[config.mk]
export PLATFORM = sky130hd
export DESIGN_NAME = vif_status_unit
export DESIGN_NICKNAME = d
export VERILOG_FILES = /design/src/hw/vif_pkg.sv /design/src/hw/vif_ahb_slave.sv /design/src/hw/vif_status_unit.sv
export SDC_FILE = /design/constraint.sdc
export NUM_CORES = 1
export LEC_CHECK = 0
export BUFFER_PORTS_ARGS = -buffer_cell sky130_fd_sc_hd__clkbuf_2
export CELL_PAD_IN_SITES_DETAIL_PLACEMENT = 0
export CELL_PAD_IN_SITES_GLOBAL_PLACEMENT = 1
export CORE_MARGIN = 4
export CORE_UTILIZATION = 25
export CTS_BUF_LIST = sky130_fd_sc_hd__clkbuf_2
export CTS_CLUSTER_DIAMETER = 30
export DETAILED_ROUTE_END_ITERATION = 16
export GPL_TIMING_DRIVEN = 0
export PLACE_DENSITY = 0.67
export SLEW_MARGIN = 20
export SYNTH_ARGS = -nofsm -noshare
export SYNTH_HDL_FRONTEND = slang
export SYNTH_SLANG_ARGS = --single-unit
[constraint.sdc]
create_clock -name clk -period 2.7 [get_ports clk]
set_input_delay 0.54 -clock clk [delete_from_list [all_inputs] [get_ports clk]]
set_output_delay 0.54 -clock clk [all_outputs]
set_load 0.01 [all_outputs]
[src/hw/vif_pkg.sv]
// vif_pkg: constants and types shared by the instruction-status unit.
// assumes a single 100 MHz core clock and an AHB-Lite register port.
package vif_pkg;

  // register byte offsets, one aligned word each
  localparam logic [7:0] OFS_CMD      = 8'h00; // instruction issue
  localparam logic [7:0] OFS_COND     = 8'h04; // check inputs from core
  localparam logic [7:0] OFS_RESULT   = 8'h08; // flags and error field
  localparam logic [7:0] OFS_STATE    = 8'h0C; // structure and mode state
  localparam logic [7:0] OFS_IRQSTAT  = 8'h10; // sticky events, w1c
  localparam logic [7:0] OFS_IRQMASK  = 8'h14; // interrupt mask
  localparam logic [7:0] OFS_EXITRSN  = 8'h18; // exit-reason field

  // instruction codes written to the command register
  localparam logic [3:0] OP_LAUNCH    = 4'h1;
  localparam logic [3:0] OP_RESUME    = 4'h2;
  localparam logic [3:0] OP_FLUSH     = 4'h3;
  localparam logic [3:0] OP_LOADPTR   = 4'h4;
  localparam logic [3:0] OP_STOREPTR  = 4'h5;
  localparam logic [3:0] OP_LEAVE     = 4'h6;
  localparam logic [3:0] OP_ENTER     = 4'h7;
  localparam logic [3:0] OP_FIELDRD   = 4'h8;
  localparam logic [3:0] OP_FIELDWR   = 4'h9;
  localparam logic [3:0] OP_GUESTEXIT = 4'hA;

  // instruction error numbers
  localparam logic [7:0] ERR_NONE     = 8'h00;
  localparam logic [7:0] ERR_NOTCLEAR = 8'h04;
  localparam logic [7:0] ERR_NOTLNCH  = 8'h05;
  localparam logic [7:0] ERR_REENTER  = 8'h06;
  localparam logic [7:0] ERR_CTRL     = 8'h07;
  localparam logic [7:0] ERR_HOST     = 8'h08;

  // bit positions
  localparam int EXIT_FAILBIT = 31;
  localparam int IRQ_FAILCF   = 0;
  localparam int IRQ_FAILZF   = 1;
  localparam int IRQ_EXIT     = 2;
  localparam int IRQ_ENTRYERR = 3;
  localparam int IRQ_W        = 4;

  // reset values
  localparam logic [IRQ_W-1:0] IRQMASK_RST = 4'h0;

  // inputs the core presents for the entry checks
  typedef struct packed {
    logic ctrlBad;       // control fields invalid
    logic hostBad;       // host-state area invalid
    logic guestLoadBad;  // guest-state or msr load failed
    logic unrestricted;  // unrestricted-guest control set and supported
    logic peBit;         // guest protection_enable_bit
    logic pgBit;         // guest paging_enable_bit
    logic longGuest;     // long-mode-guest entry control
    logic loadFeat;      // load-extended-features entry control
    logic lmaBit;        // guest long_mode_active_bit at exit
  } vif_cond_t;

  // outcome of one instruction
  typedef struct packed {
    logic       carryFlag;
    logic       zeroFlag;
    logic [7:0] errNum;
    logic       writeErr;
  } vif_result_t;

  // check order: pointer, launch state, controls, host state
  function automatic vif_result_t vif_judge(
      input logic [3:0] op, input logic ptrValid, input logic launched,
      input logic reentered, input vif_cond_t c);
    vif_result_t r;
    r = '{carryFlag: 1'b0, zeroFlag: 1'b0, errNum: ERR_NONE, writeErr: 1'b0};
    if (!ptrValid && op != OP_LOADPTR && op != OP_ENTER && op != OP_LEAVE) begin
      r.carryFlag = 1'b1;
    end else if (op == OP_LAUNCH && launched) begin
      r.zeroFlag = 1'b1;
      r.errNum   = ERR_NOTCLEAR;
    end else if (op == OP_RESUME && !launched) begin
      r.zeroFlag = 1'b1;
      r.errNum   = ERR_NOTLNCH;
    end else if (op == OP_RESUME && reentered) begin
      r.zeroFlag = 1'b1;
      r.errNum   = ERR_REENTER;
    end else if ((op == OP_LAUNCH || op == OP_RESUME) && c.ctrlBad) begin
      r.zeroFlag = 1'b1;
      r.errNum   = ERR_CTRL;
    end else if ((op == OP_LAUNCH || op == OP_RESUME) && c.hostBad) begin
      r.zeroFlag = 1'b1;
      r.errNum   = ERR_HOST;
    end
    r.writeErr = r.zeroFlag;
    return r;
  endfunction

endpackage

[src/hw/vif_ahb_slave.sv]
// vif_ahb_slave: AHB-Lite word slave front end, zero wait states.
// assumes single whole-word transfers; always answers OKAY.
`timescale 1ns/1ps
module vif_ahb_slave (
  // clock and reset
  input  wire logic        clk,
  input  wire logic        reset_n,
  // ahb-lite slave side
  input  wire logic        hsel,
  input  wire logic [31:0] haddr,
  input  wire logic [1:0]  htrans,
  input  wire logic        hwrite,
  input  wire logic        hready,
  output logic             hreadyout,
  output logic             hresp,
  // register side
  output logic             wrEn,
  output logic             rdEn,
  output logic [7:0]       regAddr
);

  logic       phaseWr;   // data phase of a write pending
  logic [7:0] phaseAddr; // latched address of the data phase

  // address phase is taken only for nonseq/seq with hready high
  wire addrTaken = hsel & hready & htrans[1];

  //////////////////////////////////////////////////////////////////////
  // latch the address phase
  always_ff @(posedge clk or negedge reset_n) begin
    if (!reset_n) begin
      phaseWr   <= 1'b0;
      phaseAddr <= 8'h00;
    end else begin
      phaseWr   <= addrTaken & hwrite;
      if (addrTaken) begin
        phaseAddr <= haddr[7:0];
      end
    end
  end

  // writes land in the data phase, reads decode in the address phase
  assign wrEn      = phaseWr;
  assign rdEn      = addrTaken & ~hwrite;
  assign regAddr   = phaseWr ? phaseAddr : haddr[7:0];
  assign hreadyout = 1'b1;
  assign hresp     = 1'b0;

endmodule // vif_ahb_slave

[src/hw/vif_status_unit.sv]
// vif_status_unit: failure reporting for virt_extensions instructions.
// assumes core supplies check inputs via register; AHB-Lite software port.
//
// Function
// - guest-mode instruction causes exit, not execution
// - invalid pointer failure sets carry_flag
// - valid pointer failure sets zero_flag, error
// - launch on non-clear structure gives error 4
// - resume on unlaunched structure gives error 5
// - resume after leave and reenter: error 6
// - then controls (7) or host state (8)
// - entry needs protection and paging bits set
// - unrestricted guest allows real and unpaged modes
// - paging off, both controls zero: keep host bit
// - exit copies long-mode-active into entry control; here only when the unrestricted input is set
// - fields reached only through field instructions
// - flush writes cached structure state back
// - entry load failure: host state, exit bit 31
`timescale 1ns/1ps
module vif_status_unit (
  // clock and reset
  input  wire logic        clk,
  input  wire logic        reset_n,
  // ahb-lite slave
  input  wire logic        hsel,
  input  wire logic [31:0] haddr,
  input  wire logic [1:0]  htrans,
  input  wire logic [2:0]  hsize,
  input  wire logic        hwrite,
  input  wire logic        hready,
  input  wire logic [31:0] hwdata,
  output logic [31:0]      hrdata,
  output logic             hreadyout,
  output logic             hresp,
  // core side
  input  wire logic        hostLongModeEnable,
  output logic             longModeEnable,
  output logic             flushWriteback,
  output logic             irq
);

  //////////////////////////////////////////////////////////////////////
  // state
  logic                     ptrValid;     // working pointer loaded
  logic                     launched;     // structure launched, not clear
  logic                     reentered;    // leave+enter since launch
  logic                     virtOn;       // in virt_extensions operation
  logic                     guestMode;    // non-root operation
  logic                     carryFlag;    // instruction result flag
  logic                     zeroFlag;     // instruction result flag
  logic [7:0]               instrErr;     // instruction-error field
  logic [31:0]              exitReason;   // exit-reason field
  logic                     longGuestCtl; // long-mode-guest entry control
  vif_pkg::vif_cond_t       cond;         // check inputs
  logic [vif_pkg::IRQ_W-1:0] irqStat;     // sticky events
  logic [vif_pkg::IRQ_W-1:0] irqMask;     // enables
  logic                     irqMaskedAny;

  // bus decode
  logic       wrEn;
  logic       rdEn;
  logic [7:0] regAddr;

  vif_ahb_slave u_bus (
    .clk       (clk),
    .reset_n   (reset_n),
    .hsel      (hsel),
    .haddr     (haddr),
    .htrans    (htrans),
    .hwrite    (hwrite),
    .hready    (hready),
    .hreadyout (hreadyout),
    .hresp     (hresp),
    .wrEn      (wrEn),
    .rdEn      (rdEn),
    .regAddr   (regAddr)
  );

  //////////////////////////////////////////////////////////////////////
  // decode of writes
  wire        cmdWr    = wrEn && regAddr == vif_pkg::OFS_CMD;
  wire        condWr   = wrEn && regAddr == vif_pkg::OFS_COND;
  wire        statWr   = wrEn && regAddr == vif_pkg::OFS_IRQSTAT;
  wire        maskWr   = wrEn && regAddr == vif_pkg::OFS_IRQMASK;
  wire [3:0]  op       = hwdata[3:0];
  wire        isEntry  = op == vif_pkg::OP_LAUNCH || op == vif_pkg::OP_RESUME;
  wire        isExitOp = op == vif_pkg::OP_GUESTEXIT;

  // any instruction in guest mode traps instead of running
  wire trapExit  = cmdWr && guestMode && !isExitOp;
  wire execCmd   = cmdWr && !guestMode && virtOn;
  wire enterCmd  = cmdWr && !guestMode && !virtOn && op == vif_pkg::OP_ENTER;
  wire guestExit = cmdWr && guestMode && isExitOp;

  // mode legality: restricted parts need protection and paging
  wire modeOk    = cond.unrestricted || (cond.peBit && cond.pgBit);

  // field read and write are judged like any instruction; no direct path
  vif_pkg::vif_result_t judged;
  assign judged  = vif_pkg::vif_judge(op, ptrValid, launched, reentered, cond);
  wire modeFail  = execCmd && isEntry && !judged.carryFlag && !judged.zeroFlag && !modeOk;
  wire checkFail = judged.carryFlag || judged.zeroFlag || modeFail;
  wire entryGo   = execCmd && isEntry && !checkFail;
  // load failure after general checks: host state, no guest save
  wire loadFail  = entryGo && cond.guestLoadBad;
  wire entryOk   = entryGo && !cond.guestLoadBad;

  // long mode enable at host value outside guest mode or with paging and both controls off
  wire keepLme   = !cond.pgBit && !cond.longGuest && !cond.loadFeat;
  assign longModeEnable = (keepLme || !guestMode) ? hostLongModeEnable
                                                  : cond.longGuest;

  // flush pulse that writes cached structure state back
  assign flushWriteback = execCmd && op == vif_pkg::OP_FLUSH && ptrValid;

  //////////////////////////////////////////////////////////////////////
  // structure launch state
  always_ff @(posedge clk or negedge reset_n) begin
    if (!reset_n) begin
      ptrValid  <= 1'b0;
      launched  <= 1'b0;
      reentered <= 1'b0;
      virtOn    <= 1'b0;
      guestMode <= 1'b0;
    end else begin
      if (enterCmd) begin
        virtOn <= 1'b1;
        // leave and reenter since launch poisons resume
        if (launched) begin
          reentered <= 1'b1;
        end
      end
      if (execCmd) begin
        unique case (op)
          vif_pkg::OP_LEAVE: begin
            virtOn   <= 1'b0;
            ptrValid <= 1'b0;
          end
          vif_pkg::OP_LOADPTR: begin
            ptrValid <= 1'b1;
          end
          vif_pkg::OP_FLUSH: begin
            // flush returns the structure to the clear state
            if (ptrValid) begin
              launched  <= 1'b0;
              reentered <= 1'b0;
            end
          end
          default: begin
          end
        endcase
      end
      if (entryOk) begin
        launched  <= 1'b1;
        guestMode <= 1'b1;
      end
      if (trapExit || guestExit) begin
        guestMode <= 1'b0;
      end
    end
  end

  //////////////////////////////////////////////////////////////////////
  // flags, error field and exit reason
  always_ff @(posedge clk or negedge reset_n) begin
    if (!reset_n) begin
      carryFlag    <= 1'b0;
      zeroFlag     <= 1'b0;
      instrErr     <= vif_pkg::ERR_NONE;
      exitReason   <= 32'h0000_0000;
      longGuestCtl <= 1'b0;
    end else begin
      if (execCmd) begin
        carryFlag <= judged.carryFlag;
        zeroFlag  <= judged.zeroFlag || modeFail;
        // ordering of 4..8 lives in the judge function
        if (judged.writeErr) begin
          instrErr <= judged.errNum;
        end else if (modeFail) begin
          instrErr <= vif_pkg::ERR_CTRL;
        end
      end
      if (loadFail) begin
        exitReason[vif_pkg::EXIT_FAILBIT] <= 1'b1;
      end else if (trapExit || guestExit) begin
        exitReason <= {28'h000_0000, op};
      end
      // exits with unrestricted set record guest long-mode activity into the entry control
      if ((trapExit || guestExit) && cond.unrestricted) begin
        longGuestCtl <= cond.lmaBit;
      end
    end
  end

  //////////////////////////////////////////////////////////////////////
  // check inputs from software or core model
  always_ff @(posedge clk or negedge reset_n) begin
    if (!reset_n) begin
      cond <= '0;
    end else if (condWr) begin
      cond <= vif_pkg::vif_cond_t'(hwdata[8:0]);
    end else if ((trapExit || guestExit) && cond.unrestricted) begin
      cond.longGuest <= cond.lmaBit;
    end
  end

  //////////////////////////////////////////////////////////////////////
  // interrupt status: set wins over write-one-to-clear
  wire [vif_pkg::IRQ_W-1:0] irqEvt = {loadFail,
                                      trapExit || guestExit,
                                      execCmd && (judged.zeroFlag || modeFail),
                                      execCmd && judged.carryFlag};
  always_ff @(posedge clk or negedge reset_n) begin
    if (!reset_n) begin
      irqStat <= '0;
      irqMask <= vif_pkg::IRQMASK_RST;
    end else begin
      irqStat <= (irqStat & ~(statWr ? hwdata[vif_pkg::IRQ_W-1:0] : '0)) | irqEvt;
      if (maskWr) begin
        irqMask <= hwdata[vif_pkg::IRQ_W-1:0];
      end
    end
  end
  assign irqMaskedAny = |(irqStat & irqMask);
  assign irq          = irqMaskedAny;

  //////////////////////////////////////////////////////////////////////
  // read mux, registered for the data phase
  logic [31:0] rdMux;
  always_comb begin
    rdMux = 32'h0000_0000;
    unique case (regAddr)
      vif_pkg::OFS_COND:    rdMux = {23'h00_0000, cond};
      vif_pkg::OFS_RESULT:  rdMux = {14'h0000, instrErr, 8'h00, carryFlag, zeroFlag};
      vif_pkg::OFS_STATE:   rdMux = {26'h000_0000, longGuestCtl, guestMode,
                                     virtOn, reentered, launched, ptrValid};
      vif_pkg::OFS_IRQSTAT: rdMux = {28'h000_0000, irqStat};
      vif_pkg::OFS_IRQMASK: rdMux = {28'h000_0000, irqMask};
      vif_pkg::OFS_EXITRSN: rdMux = exitReason;
      default:              rdMux = 32'h0000_0000;
    endcase
  end
  always_ff @(posedge clk or negedge reset_n) begin
    if (!reset_n) begin
      hrdata <= 32'h0000_0000;
    end else if (rdEn) begin
      hrdata <= rdMux;
    end
  end

  //////////////////////////////////////////////////////////////////////
  // checks

  // a guest-mode instruction leaves guest mode and flags an exit
  AST_GUEST_TRAP: assert property (@(posedge clk) disable iff (!reset_n)
    trapExit |=> !guestMode && irqStat[vif_pkg::IRQ_EXIT])
    else $error("guest-mode instruction did not exit");

  // a trapped instruction must leave the result untouched
  AST_GUEST_NOEXEC: assert property (@(posedge clk) disable iff (!reset_n)
    (cmdWr && guestMode) |=> $stable(carryFlag) && $stable(zeroFlag) && $stable(instrErr))
    else $error("guest-mode instruction changed the result");

  // no working pointer: carry flag only
  AST_CF_BADPTR: assert property (@(posedge clk) disable iff (!reset_n)
    (execCmd && !ptrValid && op == vif_pkg::OP_LAUNCH) |=> carryFlag && !zeroFlag)
    else $error("carry flag not set for invalid pointer");

  // carry failures have no structure to write an error into
  AST_CF_NOERR: assert property (@(posedge clk) disable iff (!reset_n)
    (execCmd && judged.carryFlag) |=> carryFlag && $stable(instrErr))
    else $error("carry failure wrote the error field");

  // zero flag failures record their number
  AST_ZF_ERR: assert property (@(posedge clk) disable iff (!reset_n)
    (execCmd && judged.zeroFlag) |=> zeroFlag && instrErr == $past(judged.errNum))
    else $error("zero flag or error number wrong");

  // launch on a structure that is not clear
  AST_LAUNCH4: assert property (@(posedge clk) disable iff (!reset_n)
    (execCmd && ptrValid && launched && op == vif_pkg::OP_LAUNCH)
    |=> instrErr == vif_pkg::ERR_NOTCLEAR)
    else $error("launch on non-clear not error 4");

  // resume on a structure never launched
  AST_RESUME5: assert property (@(posedge clk) disable iff (!reset_n)
    (execCmd && ptrValid && !launched && op == vif_pkg::OP_RESUME)
    |=> instrErr == vif_pkg::ERR_NOTLNCH)
    else $error("resume on unlaunched not error 5");

  // resume after leaving and reentering since the launch
  AST_RESUME6: assert property (@(posedge clk) disable iff (!reset_n)
    (execCmd && ptrValid && launched && reentered && op == vif_pkg::OP_RESUME)
    |=> instrErr == vif_pkg::ERR_REENTER && !guestMode)
    else $error("resume after reenter not error 6");

  // bad controls on a clean launch give error 7
  AST_CTRL7: assert property (@(posedge clk) disable iff (!reset_n)
    (execCmd && ptrValid && !launched && op == vif_pkg::OP_LAUNCH && cond.ctrlBad)
    |=> zeroFlag && instrErr == vif_pkg::ERR_CTRL)
    else $error("launch with bad controls not error 7");

  // an entry that goes ahead has passed control and host checks
  AST_CHECKED: assert property (@(posedge clk) disable iff (!reset_n)
    entryGo |-> !cond.ctrlBad && !cond.hostBad)
    else $error("entry went ahead with bad controls or host state");

  // a successful entry clears both flags and keeps the error
  AST_SUCCESS: assert property (@(posedge clk) disable iff (!reset_n)
    entryOk |=> !carryFlag && !zeroFlag && $stable(instrErr) && guestMode)
    else $error("success did not clear flags");

  // guest load failure: host state kept, failure bit in exit reason
  AST_LOADFAIL: assert property (@(posedge clk) disable iff (!reset_n)
    loadFail |=> exitReason[vif_pkg::EXIT_FAILBIT] && !guestMode)
    else $error("load failure not reported in exit reason");

  // restricted parts enter only with protection and paging on
  AST_MODE: assert property (@(posedge clk) disable iff (!reset_n)
    (entryOk && !cond.unrestricted) |-> cond.peBit && cond.pgBit)
    else $error("entry into unpaged mode on restricted part");

  // unrestricted guests may enter real or unpaged modes
  AST_UNRESTRICTED: assert property (@(posedge clk) disable iff (!reset_n)
    (execCmd && isEntry && !judged.carryFlag && !judged.zeroFlag
     && cond.unrestricted && !cond.guestLoadBad) |=> guestMode)
    else $error("unrestricted guest entry refused");

  // paging off with both controls clear keeps the host value
  AST_LME: assert property (@(posedge clk) disable iff (!reset_n)
    keepLme |-> longModeEnable == hostLongModeEnable)
    else $error("long mode enable not kept at host value");

  // exits with unrestricted set copy long-mode activity into the entry control
  AST_EXIT_COPY: assert property (@(posedge clk) disable iff (!reset_n)
    ((trapExit || guestExit) && cond.unrestricted) |=> longGuestCtl == $past(cond.lmaBit))
    else $error("exit did not copy long-mode activity");

  // a flush returns the structure to the clear state
  AST_FLUSH_CLEAR: assert property (@(posedge clk) disable iff (!reset_n)
    flushWriteback |=> !launched && !reentered)
    else $error("flush did not clear the launch state");

endmodule // vif_status_unit

==> reports/qor.yml, run 1 <==
detailedPlace.worstSlack_ps: 102
antenna_found_initial: 0
place_congestion: 0.782
via_count: 2533
overflow: 0
syn_area_sq_um: 3030
final_common_cell: "dfrtp_1"
fmax_mhz: 384
viasPerCell: 4.70
slew_violations: 0
fp-row-count: 39
hold_viol_final: 0
grt_pass1_vias: 2538
final_net_count: 466
ir_drop_mv: 0.150
r2r-start: "u_bus.wrEn"
synth_cells: 315
drtIter0Drc: 180
wirelength_microns: 8020
io_buffer_count: 39
layout_common_cells: "dfrtp_1 (56), clkbuf_2 (47), nand2_1 (44)"
clock_latency_ps: 510
finalCritPeriodShare: 0.963
power.leakage_uw: 0.00177
hold_class: "input port to register"
fill_cells: 1255
synth_edf_count: 0
worst_setup_path_start_kind: "register"
coreArea_sq_um: 11700
grt_max_degree: 30
clk_pin_slew_ps: 180
critPathLaunch: "u_bus.wrEn"
dieWidth_microns: 118
num_io_pins: 112
cts_buffers: 9
postRouteAntennaNets: 0
setup_viol: 0
htree_levels: 3
p_per_area_nw_per_um2: 477
stdcell_count: 539
status: "completed"
initial_core_util: 0.260
tritoncts: "built"
fin_crit_ps: 2600
ys_seq_elements: 57
cts_sinks: 57
insertedDiodeCount: 0
wl_per_cell_microns: 14.9
synthFlopType: "dfrtp_1"
worst_slack_ps: 99.2
gr-usage-all-layers: 0.120
worstPathArrival_ps: 2060
drv_cap: 0
ys_seq_area_frac: 0.471
worstMarginPinSlew_ps: 721
required_ps: 2160
critPathMaxFanout: 10
drc: 0
die_h_microns: 118
die-area_sq_um: 13900
avgSynthCellArea_sq_um: 9.62
relSlewSlack: 0.520
root_buffer: "clkbuf_2"
holdCritStartpoint: "hwdata[6]"
hpwl_microns: 6110
grt_pass1_wl_microns: 13300
dr.pass1.iters: 4
postSynth.asyncResetShare: 1.00
endpoint_kind: "output pin"
ys_types: 52
fin_util: 0.319
r2r_slack_ps: 140
clk_path_buf_depth: 2
finClkSkew_ps: 20.6
dp_cells: 516
path_class: "register to output pin"
syn_to_final_growth_pct: 22.9
drive_above_1_share: 0.295
tns_ps: 0
yosysWarnings: 0
[through the flow]
stage               total power, uW  hold slack, ps  instance area [sq um]
detailed placement             1150             467                   3490
global route                   1870             204                   3720
global placement               1150             454                   3470
finish                         1780             250                   3720
CTS                            1800             214                   3700
floorplan                      1070             244                   3100
[cells in the mapped netlist (all sizes together) (4+ instances only)]
cell type	number	area share
a21oi	6	0.0099
a221oi	4	0.012
a22oi	6	0.015
buf	23	0.059
clkbuf	9	0.011
dfrtp	57	0.47
inv	15	0.019
mux2	15	0.058
nand2	45	0.056
nand3	13	0.021
nor2	25	0.031
nor3	10	0.018
o21ai	26	0.043
o22ai	4	0.010
or2	4	0.0083
[critical path, cell delays in order (launching register included)]
cell	delay (ps)
dfrtp_2	470
buf_6	150
or3_4	380
o2bb2a_4	240
nand2_2	80
nor2_2	110
clkbuf_2	140
[per-layer routing]
metal  share of wire  track usage  routed length, microns
met2            0.47        0.186                    3740
met5               0            0                       0
met4           0.012       0.0374                      95
met3           0.059       0.0394                     472
met1            0.46        0.159                    3720
[where the power goes]
group	internal (uW)	switching [uW]	total, uW
registers	895	43.7	939
clock network	297	332	629
logic	93.9	113	207
total	1290	489	1780
[cells by family after synthesis]
family	synth area share
AO/OA/AOI/OAI	0.153
XOR/XNOR	0.00289
buffers and inverters	0.0884
flip-flops	0.471
multiplexers	0.0681
other	0.00248
AND/OR/NAND/NOR	0.214
[layout make-up]
cell class,count,area (sq um),area share
flip-flops and latches,57,1430,0.383
clock inverters,7,85.1,0.0228
repair buffers,47,273,0.0732
plain buffers,32,211,0.0568
inverters,15,56.3,0.0151
multi-input cells,229,1450,0.389
clock buffers,9,45.0,0.0121
well taps,143,179,0.0480
[state kept, by name (all words and copies together) (netlist names), 4 cells and up]
| register | flops |
|---|---|
| cond | 9 |
| exitReason | 5 |
| hrdata | 14 |
| instrErr | 4 |
| irqMask | 4 |
| irqStat | 4 |
| u_bus.phaseAddr | 8 |
[timing repair]
| action | 4_1_cts | 5_1_grt |
|---|---|---|
| gates resized for setup | 7 | 3 |
| setup buffers | 4 | 2 |
| setup endpoints to repair | 1 | 1 |
| pin swaps | 4 | 1 |
| endpoints found under the hold margin | 28 | 0 |
| hold buffers | 1 | 0 |
[worst paths after layout]
check	depth (start not counted)	to
hold reg to reg	2	hrdata[31]
hold / removal	2	cond[6]
setup reg to reg	6	hrdata[0]
max in group asynchronous	3	u_bus.wrEn
setup / recovery	6	flushWriteback
min in group asynchronous	2	hrdata[7]
(Power assumes the default switching activity.)
==> inputs of run 2 (changes only) <==
--- a/config.mk
+++ b/config.mk
@@ -14,7 +14,7 @@
 export CTS_CLUSTER_DIAMETER = 30
 export DETAILED_ROUTE_END_ITERATION = 16
 export GPL_TIMING_DRIVEN = 0
-export PLACE_DENSITY = 0.67
+export PLACE_DENSITY = 0.7
 export SLEW_MARGIN = 20
 export SYNTH_ARGS = -nofsm -noshare
 export SYNTH_HDL_FRONTEND = slang
==> constraint.sdc (replaced) <==
create_clock -name clk -period 2.1 [get_ports clk]
set_input_delay 0.42 -clock clk [delete_from_list [all_inputs] [get_ports clk]]
set_output_delay 0.42 -clock clk [all_outputs]
set_load 0.01 [all_outputs]
==> reports/qor.yml, run 2 (synthesized netlist as in run 1, its figures left out) <==
status: "complete, but fails checks"
violations: "negative setup slack"
fill_cells: 1202
wl_per_cell_microns: 15.0
drv_cap: 0
dp_cells: 516
clk_path_buf_depth: 2
grt_pass1_wl_microns: 13800
hpwl_microns: 6020
slowest_delay_ps: 470
grt_max_degree: 30
whs_path_depth: 2
clock_latency_ps: 500
coreArea_sq_um: 11700
r2r_slack_ps: -150
drc: 0
required_ps: 1680
tritoncts: "built"
layout_common_cells: "dfrtp_1 (56), clkbuf_2 (48), nand2_1 (44)"
cp_num_buf_inv: 2
p_int_uw: 1680
die-area_sq_um: 13900
dr.pass1.iters: 4
setup_viol: 9
cts_sinks: 57
die_h_microns: 118
insertedDiodeCount: 0
holdCritStartpoint: "hwdata[7]"
fp-row-count: 39
worst_setup_path_start_kind: "register"
regMostFlops: "hrdata"
postRouteAntennaNets: 0
p_per_area_nw_per_um2: 590
r2r-start: "u_bus.wrEn"
clk_pin_slew_ps: 190
htree_levels: 3
hold_viol_final: 0
drtIter0Drc: 215
syn_to_final_growth_pct: 30.6
hold_class: "input port to register"
io_buffer_count: 39
finalCritPeriodShare: 1.14
largestRegisters: "hrdata (14), cond (9), u_bus.phaseAddr (8)"
path_cells: "buf_6, or3_4, o2bb2a_4, nand2_4, nor2_4, buf_6"
power_uw: 2330
critPathMaxFanout: 6
rsz0062_at_grt: "yes"
stdcell_count: 551
worstMarginPinSlew_ps: 546
whs_ps: 127
num_io_pins: 112
slew_violations: 0
viasPerCell: 4.64
via_count: 2557
power.leakage_uw: 0.00189
drive_above_1_share: 0.363
cts_buffers: 9
netSwitchingPower_uw: 657
worst_path_max_delay_cell: "dfrtp_2"
antenna_found_initial: 0
ir_drop_mv: 0.223
switching_share: 0.282
wirelength_microns: 8250
final_common_cell: "dfrtp_1"
critPathTopFamily: "simple AND/OR/NAND/NOR gates"
dieWidth_microns: 118
rr_endpoint: "hrdata[3]"
root_buffer: "clkbuf_2"
finClkSkew_ps: 32.2
largest_reg_flops: 14
final_net_count: 478
gr-usage-all-layers: 0.124
fin_crit_ps: 2390
grt_pass1_vias: 2584
seqPwrFrac: 0.519
path_class: "register to output pin"
place_congestion: 0.801
relSlewSlack: 0.636
initial_core_util: 0.260
worstPathArrival_ps: 1970
reg2reg_depth: 7
overflow: 0
min_to: "cond[7]"
fmax_mhz: 418
power_frac_clock: 0.356
worst_slack_ps: -295
pwr-share-comb: 0.125
tns_ps: -716
crit_top_cell: "buf_6"
endpoint_kind: "output pin"
detailedPlace.worstSlack_ps: -456
run 2: cell count changes in the layout (fill, tap and decap cells not counted), sizes merged:
cell | before | now
buf | 30 | 44
clkbuf | 57 | 56
clkinv | 4 | 3
run 2: power by group through the flow:
stage          clock (uW)  sequential (uW)  combinational [uW]
2_1_floorplan           0             1220                 152
3_3_place_gp            0             1220                 249
3_5_place_dp            0             1230                 259
4_1_cts               860             1210                 282
5_1_grt               892             1220                 329
6_report              830             1210                 292
run 2: how the worst max path moves through the flow:
stage,start,endpoint,slack (ps),depth (start not counted)
after floorplan,u_bus.wrEn,flushWriteback,60,5
after global placement,u_bus.wrEn,hrdata[0],-470,6
after detailed placement,u_bus.wrEn,hrdata[0],-460,6
after CTS,u_bus.phaseAddr[7],flushWriteback,-380,5
after global routing,u_bus.phaseAddr[5],flushWriteback,-400,6
final,u_bus.wrEn,flushWriteback,-290,6
run 2: routing by layer:
layer | global-route usage | vias to the layer above | routed length (microns) | part of all wire
met5 | 0 | - | 0 | 0
met4 | 0.0484 | 0 | 162 | 0.020
met3 | 0.0327 | 14 | 461 | 0.056
met2 | 0.196 | 77 | 3820 | 0.46
met1 | 0.161 | 1217 | 3810 | 0.46
li1 | - | 1249 | - | -
run 2: cell type report:
cell class              count  area, sq um  share of cell area
well taps                 143          179              0.0452
inverters                  15         56.3              0.0142
plain buffers              31          209              0.0528
flip-flops and latches     57         1430               0.361
clock buffers              10         50.0              0.0126
repair buffers             60          377              0.0951
multi-input cells         229         1580               0.399
clock inverters             6         82.6              0.0209
run 2: metrics by stage:
stage,instance area [sq um],utilization
3_3_place_gp,3470,0.298
2_1_floorplan,3100,-
5_1_grt,3960,0.339
4_1_cts,3860,0.331
6_report,3960,0.339
3_5_place_dp,3490,0.300
run 2: repair_timing:
item,4_1_cts,5_1_grt
gates resized for setup,26,16
hold buffers,1,0
endpoints found under the hold margin,28,0
setup buffers,14,5
setup endpoints to repair,36,32
pin swaps,9,5
